<file path="src/logic/hscp_pkg.sv">
// package for the host serial control port slave
// assumes a 25 MHz system clock
package hscp_pkg;
    localparam int unsigned CLK_PERIOD_NS = 40;
    // release time of the reply line after select goes high, in ns
    localparam int unsigned REL_TIME_NS   = 1000;
    // longest time rounds down, never less than one cycle
    localparam int unsigned REL_CYC_RAW   = REL_TIME_NS / CLK_PERIOD_NS;
    localparam int unsigned REL_CYC       =
        (REL_CYC_RAW < 1) ? 1 : REL_CYC_RAW;
    localparam int unsigned BYTE_W        = 8;
    localparam int unsigned MSB_IDX       = BYTE_W - 1;
    localparam int unsigned CMD_MAX_BYTES = 2;
    localparam logic [7:0]  BYTE_ZERO     = 8'h00;
    // command byte counts
    localparam logic [1:0]  CNT_NONE      = 2'h0;
    localparam logic [1:0]  CNT_ONE       = 2'h1;
    // synchroniser reset levels
    localparam logic [1:0]  SYNC_LOW      = 2'h0;
    localparam logic [1:0]  SYNC_HIGH     = 2'h3;
endpackage

</file>
<file path="src/logic/hscp_slave.sv">
// device-side slave of a four-wire host serial control port
// assumes serial clock, select and command line are asynchronous pins
//
// Notes on behaviour
// - one or two command bytes per transaction
// - reply bits leave bit 7 first
// - command sampled on rising clock while selected
// - command acts only when select rises
// - either clock idle polarity works for commands; with the clock idle low the reply bits arrive one clock late
// - reply released within 1.0 us of deselect
// - reply driven only after falling clock edge
`timescale 1ns/1ps
module hscp_slave #(
    parameter int unsigned BYTE_W = hscp_pkg::BYTE_W
) (
    input  wire logic              MCLK_I,
    input  wire logic              RST_I,
    input  wire logic              SCLK_I,
    input  wire logic              SELECT_N_I,
    input  wire logic              CMD_I,
    input  wire logic [BYTE_W-1:0] REPLY_BYTE_I,
    output logic                   REPLY_LINE_O,
    output logic                   REPLY_LINE_OE_O,
    output logic [BYTE_W-1:0]      CMD_BYTE0_O,
    output logic [BYTE_W-1:0]      CMD_BYTE1_O,
    output logic [1:0]             CMD_COUNT_O,
    output logic                   CMD_VALID_O
);
    import hscp_pkg::*;

    // ****************************************************
    // input synchronisers
    // ****************************************************
    logic [1:0] sclk_s_reg;
    logic [1:0] sel_s_reg;
    logic [1:0] cmd_s_reg;
    logic       sclk_d_reg;
    logic       sel_d_reg;

    always_ff @(posedge MCLK_I or posedge RST_I) begin
        if (RST_I) begin
            sclk_s_reg <= SYNC_LOW;
            sel_s_reg  <= SYNC_HIGH;
            cmd_s_reg  <= SYNC_LOW;
            sclk_d_reg <= 1'b0;
            sel_d_reg  <= 1'b1;
        end else begin
            sclk_s_reg <= {sclk_s_reg[0], SCLK_I};
            sel_s_reg  <= {sel_s_reg[0], SELECT_N_I};
            cmd_s_reg  <= {cmd_s_reg[0], CMD_I};
            sclk_d_reg <= sclk_s_reg[1];
            sel_d_reg  <= sel_s_reg[1];
        end
    end

    logic sclk_q;
    logic sel_q;
    logic cmd_q;
    logic sclk_rise;
    logic sclk_fall;
    logic sel_rise;
    logic sel_fall;
    assign sclk_q    = sclk_s_reg[1];
    assign sel_q     = sel_s_reg[1];
    assign cmd_q     = cmd_s_reg[1];
    assign sclk_rise = sclk_q & ~sclk_d_reg;
    assign sclk_fall = ~sclk_q & sclk_d_reg;
    assign sel_rise  = sel_q & ~sel_d_reg;
    assign sel_fall  = ~sel_q & sel_d_reg;

    // ****************************************************
    // transaction state
    // ****************************************************
    localparam int unsigned CW = $clog2(BYTE_W);
    localparam logic [CW-1:0]     BIT_LAST  = CW'(BYTE_W - 1);
    localparam logic [1:0]        CNT_MAX   = 2'(CMD_MAX_BYTES);
    localparam logic [BYTE_W-1:0] ZERO_WORD = BYTE_W'(BYTE_ZERO);

    // ****************************************************
    // helpers
    // ****************************************************
    // one bit in at the bottom, so the msb leaves first
    function automatic logic [BYTE_W-1:0] shift_in(
        input logic [BYTE_W-1:0] word,
        input logic              bit_in
    );
        return {word[BYTE_W-2:0], bit_in};
    endfunction

    // bit counter sits on the last bit of a byte
    function automatic logic is_last(input logic [CW-1:0] cnt);
        return (cnt == BIT_LAST);
    endfunction

    // ****************************************************
    // command receiver
    // ****************************************************
    logic [BYTE_W-1:0] shift_reg, shift_next;
    logic [CW-1:0]     bitcnt_reg, bitcnt_next;
    logic [1:0]        nbytes_reg, nbytes_next;
    logic [BYTE_W-1:0] b0_reg, b0_next;
    logic [BYTE_W-1:0] b1_reg, b1_next;
    logic [BYTE_W-1:0] out_b0_reg, out_b0_next;
    logic [BYTE_W-1:0] out_b1_reg, out_b1_next;
    logic [1:0]        out_cnt_reg, out_cnt_next;
    logic              valid_reg, valid_next;

    always_comb begin
        shift_next   = shift_reg;
        bitcnt_next  = bitcnt_reg;
        nbytes_next  = nbytes_reg;
        b0_next      = b0_reg;
        b1_next      = b1_reg;
        out_b0_next  = out_b0_reg;
        out_b1_next  = out_b1_reg;
        out_cnt_next = out_cnt_reg;
        valid_next   = 1'b0;
        if (sel_fall) begin
            // new frame; clock idle level does not matter
            bitcnt_next = '0;
            nbytes_next = CNT_NONE;
        end
        if (!sel_q && sclk_rise) begin
            // command bit in, first bit ends up at bit 7
            shift_next  = shift_in(shift_reg, cmd_q);
            bitcnt_next = bitcnt_reg + 1'b1;
            if (is_last(bitcnt_reg)) begin
                // keep up to two command bytes
                if (nbytes_reg == CNT_NONE) begin
                    b0_next = shift_in(shift_reg, cmd_q);
                end else if (nbytes_reg == CNT_ONE) begin
                    b1_next = shift_in(shift_reg, cmd_q);
                end
                if (nbytes_reg < CNT_MAX) begin
                    nbytes_next = nbytes_reg + CNT_ONE;
                end
            end
        end
        if (sel_rise && (nbytes_reg != CNT_NONE)) begin
            // the command acts only now
            out_b0_next  = b0_reg;
            out_b1_next  = (nbytes_reg == CNT_MAX) ? b1_reg : ZERO_WORD;
            out_cnt_next = nbytes_reg;
            valid_next   = 1'b1;
        end
    end

    always_ff @(posedge MCLK_I or posedge RST_I) begin
        if (RST_I) begin
            shift_reg   <= '0;
            bitcnt_reg  <= '0;
            nbytes_reg  <= CNT_NONE;
            b0_reg      <= '0;
            b1_reg      <= '0;
            out_b0_reg  <= '0;
            out_b1_reg  <= '0;
            out_cnt_reg <= CNT_NONE;
            valid_reg   <= 1'b0;
        end else begin
            shift_reg   <= shift_next;
            bitcnt_reg  <= bitcnt_next;
            nbytes_reg  <= nbytes_next;
            b0_reg      <= b0_next;
            b1_reg      <= b1_next;
            out_b0_reg  <= out_b0_next;
            out_b1_reg  <= out_b1_next;
            out_cnt_reg <= out_cnt_next;
            valid_reg   <= valid_next;
        end
    end

    // ****************************************************
    // reply transmitter
    // ****************************************************
    logic [BYTE_W-1:0] rsh_reg, rsh_next;
    logic [CW-1:0]     rcnt_reg, rcnt_next;
    logic              rbit_reg, rbit_next;
    logic              oe_reg, oe_next;

    always_comb begin
        rsh_next  = rsh_reg;
        rcnt_next = rcnt_reg;
        rbit_next = rbit_reg;
        oe_next   = oe_reg;
        if (sel_fall) begin
            // first reply byte is taken as the frame opens
            rsh_next  = REPLY_BYTE_I;
            rcnt_next = '0;
        end
        if (!sel_q && sclk_fall) begin
            // drive only from a falling edge, msb first
            oe_next   = 1'b1;
            rbit_next = rsh_reg[BYTE_W-1];
            rsh_next  = shift_in(rsh_reg, 1'b0);
            rcnt_next = rcnt_reg + 1'b1;
            if (is_last(rcnt_reg)) begin
                rsh_next = REPLY_BYTE_I;
            end
        end
        if (sel_rise) begin
            // release the line well inside the limit
            oe_next = 1'b0;
        end
    end

    always_ff @(posedge MCLK_I or posedge RST_I) begin
        if (RST_I) begin
            rsh_reg  <= '0;
            rcnt_reg <= '0;
            rbit_reg <= 1'b0;
            oe_reg   <= 1'b0;
        end else begin
            rsh_reg  <= rsh_next;
            rcnt_reg <= rcnt_next;
            rbit_reg <= rbit_next;
            oe_reg   <= oe_next;
        end
    end

    assign REPLY_LINE_O    = rbit_reg;
    assign REPLY_LINE_OE_O = oe_reg;
    assign CMD_BYTE0_O     = out_b0_reg;
    assign CMD_BYTE1_O     = out_b1_reg;
    assign CMD_COUNT_O     = out_cnt_reg;
    assign CMD_VALID_O     = valid_reg;
endmodule

</file>
<file path="config.mk">
export PLATFORM = sky130hd
export DESIGN_NAME = hscp_slave
export DESIGN_NICKNAME = d
export VERILOG_FILES = /design/src/logic/hscp_pkg.sv /design/src/logic/hscp_slave.sv
export SDC_FILE = /design/constraint.sdc
export NUM_CORES = 1
export LEC_CHECK = 0
export BUFFER_PORTS_ARGS = -buffer_cell sky130_fd_sc_hd__buf_2
export CAP_MARGIN = 40
export CELL_PAD_IN_SITES_DETAIL_PLACEMENT = 1
export CELL_PAD_IN_SITES_GLOBAL_PLACEMENT = 1
export CORE_MARGIN = 5
export CORE_UTILIZATION = 47
export DETAILED_ROUTE_END_ITERATION = 16
export PLACE_DENSITY_LB_ADDON = 0.1
export SYNTH_ARGS = -nofsm -noshare
export SYNTH_HDL_FRONTEND = slang
export SYNTH_SLANG_ARGS = --single-unit
</file>
<file path="constraint.sdc">
create_clock -name MCLK_I -period 2.45 [get_ports MCLK_I]
set_clock_uncertainty 0.05 [all_clocks]
set_input_delay 0.49 -clock MCLK_I [delete_from_list [all_inputs] [get_ports MCLK_I]]
set_output_delay 0.49 -clock MCLK_I [all_outputs]
set_load 0.02 [all_outputs]
</file>
==> impl_metrics.tcl <==
set metrics [dict create \
    yosys_warnings 0 \
    core_mm2 0.00547 \
    min_period_over_period_pct 73.2 \
    overflow 0 \
    via_per_inst 5.39 \
    area_growth_pct 18.3 \
    path_cells "nor2b_2 > o21ai_2 > mux2_4" \
    synth_area_leaders "dfrtp_1 62%, mux2_2 14%, a22o_1 4.3%, dfstp_2 3.0%, a221o_1 2.7%" \
    num_vias 1580 \
    ys_ff_latch 68 \
    regArea_mm2 0.00171 \
    required_ns 2.62 \
    antenna_found_initial 0 \
    firstDrtPassIters 4 \
    synth_area_leader_cell "dfrtp_1" \
    r2r_slack_ns 0.66 \
    crit_arrival_ns 1.97 \
    start_util_pct 48.1 \
    grt_max_degree 32 \
    muxShareOfSynthArea_pct 14.6 \
    grt_setup_unrepaired "false" \
    rr_endpoint "CMD_BYTE0_O[0]" \
    track_usage_pct 16.1 \
    final_cell_mix "65 x dfrtp_1, 33 x buf_2, 32 x mux2_2" \
    nFillCells 571 \
    synth-xor-area-share_pct 0 \
    grt_pass1_vias 1767 \
    slew_viol_final 0 \
    post_dp_cell_area_mm2 0.00290 \
    synth_compound_area_share_pct 8.98 \
    p_leak_uw 0.00162 \
    rows 27 \
    max_slew.worst_pin.slew_ns 0.856 \
    synth_simple_gate_area_share_pct 8.17 \
    synthDistinctLibCells 30 \
    dp_hpwl_mm 3.68 \
    final_cells 293 \
    clock.fmax_mhz 557 \
    insertion_delay_ns 0.33 \
    setup_viol 0 \
    cts_setup_buffers 0 \
    synthCells 173 \
    max-vdd-ir-drop_uv 405 \
    p_per_area_mw_per_mm2 796 \
    postSynth.asyncResetShare_pct 100 \
    fin_util_pct 56.9 \
    synth_top_family_by_area "multiplexers" \
    slew_headroom_pct 43.0 \
    syn_area_per_cell_um2 15.2 \
    drc 0 \
    nets 233 \
    htree_levels 3 \
    finalHoldWorstSlack_ns 0.0890 \
    multi_input_area_um2 887 \
    routedWlPerCell_um 17.5 \
    cts-root-buf "clkbuf_8" \
    cp-end-kind "register" \
    drt_iter0_drc 32 \
    ios 34 \
    cts-buffers-inserted 9 \
    syn_area_mm2 0.00263 \
    holdCritPathClass "in2async" \
    synth_edf_count 0 \
    drt-total-wl_mm 5.12 \
    fin_crit_ns 1.79 \
    grt_pass1_wl_mm 8.94 \
    synth_adder_area_share_pct 1.90 \
    r2r_start "sel_s_reg[1]" \
    ant_nets 0 \
    status "finished, final reports clean" \
    yosysSeqAreaShare_pct 64.8 \
    gp_congestion 0.703 \
    ff2ff_path_depth 3 \
    synth_flop_cell "dfrtp_1" \
    diodes 0 \
    clockBufferDepth 2 \
    crit_type "reg2reg" \
    die_x_um 84.9 \
    path_clk_slew_ns 0.07 \
    die_height_um 84.9 \
    hold_viol 0 \
    slowest_stage "dfstp_2" \
    netlist.area_leader.share_pct 61.8 \
    dieArea_mm2 0.00720 \
    post-route-cell-area_mm2 0.00312 \
    drive_gt1_share_pct 43.9 \
    holdBufCountCts 0 \
    cp_max_fo 17 \
    cp_slowest_stage_delay_ns 0.66 \
    numPortBuffers 33 \
    final_common_cell "dfrtp_1" \
    start_kind "register" \
    cts_tree "done" \
    place_inst 277 \
    cap_violations 0 \
    cts_resized 0 \
    clock_sinks 68 \
    syn_nets 190 \
    finalSetupTns_ns 0 \
]
power breakdown:
part	switching [uW]	internal (uW)	total, uW
registers	78.0	1220	1300
logic	84.7	96.2	181
clock network	402	600	1000
total	565	1910	2480
worst max path at each step:
| stage | from | depth (start not counted) | slack (ns) | end |
|---|---|---|---|---|
| after detailed placement | sel_s_reg[1] | 3 | 0.63 | CMD_BYTE0_O[0] |
| after global placement | rcnt_reg[0] | 5 | 0.73 | rsh_reg[5] |
| final | sel_s_reg[1] | 3 | 0.66 | CMD_BYTE0_O[0] |
| after CTS | sel_s_reg[1] | 3 | 0.62 | CMD_BYTE0_O[0] |
| after floorplan | RST_I | 1 | 0.20 | CMD_BYTE0_O[0] |
| after global routing | rcnt_reg[0] | 5 | 0.50 | rsh_reg[2] |
routing by layer:
layer / vias up / part of all wire [%] / global-route usage (%)
li1: 714 / - / -
met1: 826 / 43 / 19.5
met2: 33 / 51 / 27.3
met3: 7 / 4.6 / 4.76
met4: 0 / 1.2 / 5.61
met5: - / 0 / 0
cell families (layout without fill, tap and decap cells):
| logic type | Yosys count | in the layout |
|---|---|---|
| buf+inv | 7 | 55 |
| compound gates | 28 | 28 |
| flops | 68 | 68 |
| mux | 34 | 34 |
| fa+ha+maj | 4 | 4 |
| simple gates | 32 | 32 |
Yosys cell counts, types with 2 or more instances:
cell	n
dfrtp_1	65
mux2_2	32
a22o_1	13
nand2_1	10
a221o_1	7
and2_1	7
ha_1	4
o21ai_0	4
buf_2	3
dfstp_2	3
inv_1	2
nand2_4	2
nor2_1	2
nor2b_1	2
o21ai_2	2
metrics by stage:
| stage | setup slack (ns) | total power [uW] |
|---|---|---|
| floorplan | 0.203 | 1420 |
| global placement | 0.730 | 1480 |
| detailed placement | 0.627 | 1500 |
| CTS | 0.616 | 2520 |
| global route | 0.501 | 2610 |
| finish | 0.656 | 2480 |
critical path, delay by kind of cell, from the launching register on:
kind / cells / cell delay, ns
muxes: 1 / 0.38
AOI/OAI and AO/OA: 1 / 0.30
and+or+nand+nor: 1 / 0.30
DFF: 1 / 0.66
area by class of cell:
| cell class | count | share of cell area (%) |
|---|---|---|
| repair buffers | 37 | 6.67 |
| flip-flops and latches | 68 | 54.7 |
| multi-input cells | 98 | 28.5 |
| clock buffers | 12 | 4.66 |
| inverters | 2 | 0.241 |
| clock inverters | 4 | 2.33 |
| well taps | 72 | 2.89 |
Note: power is estimated with default switching activity, not from simulation.
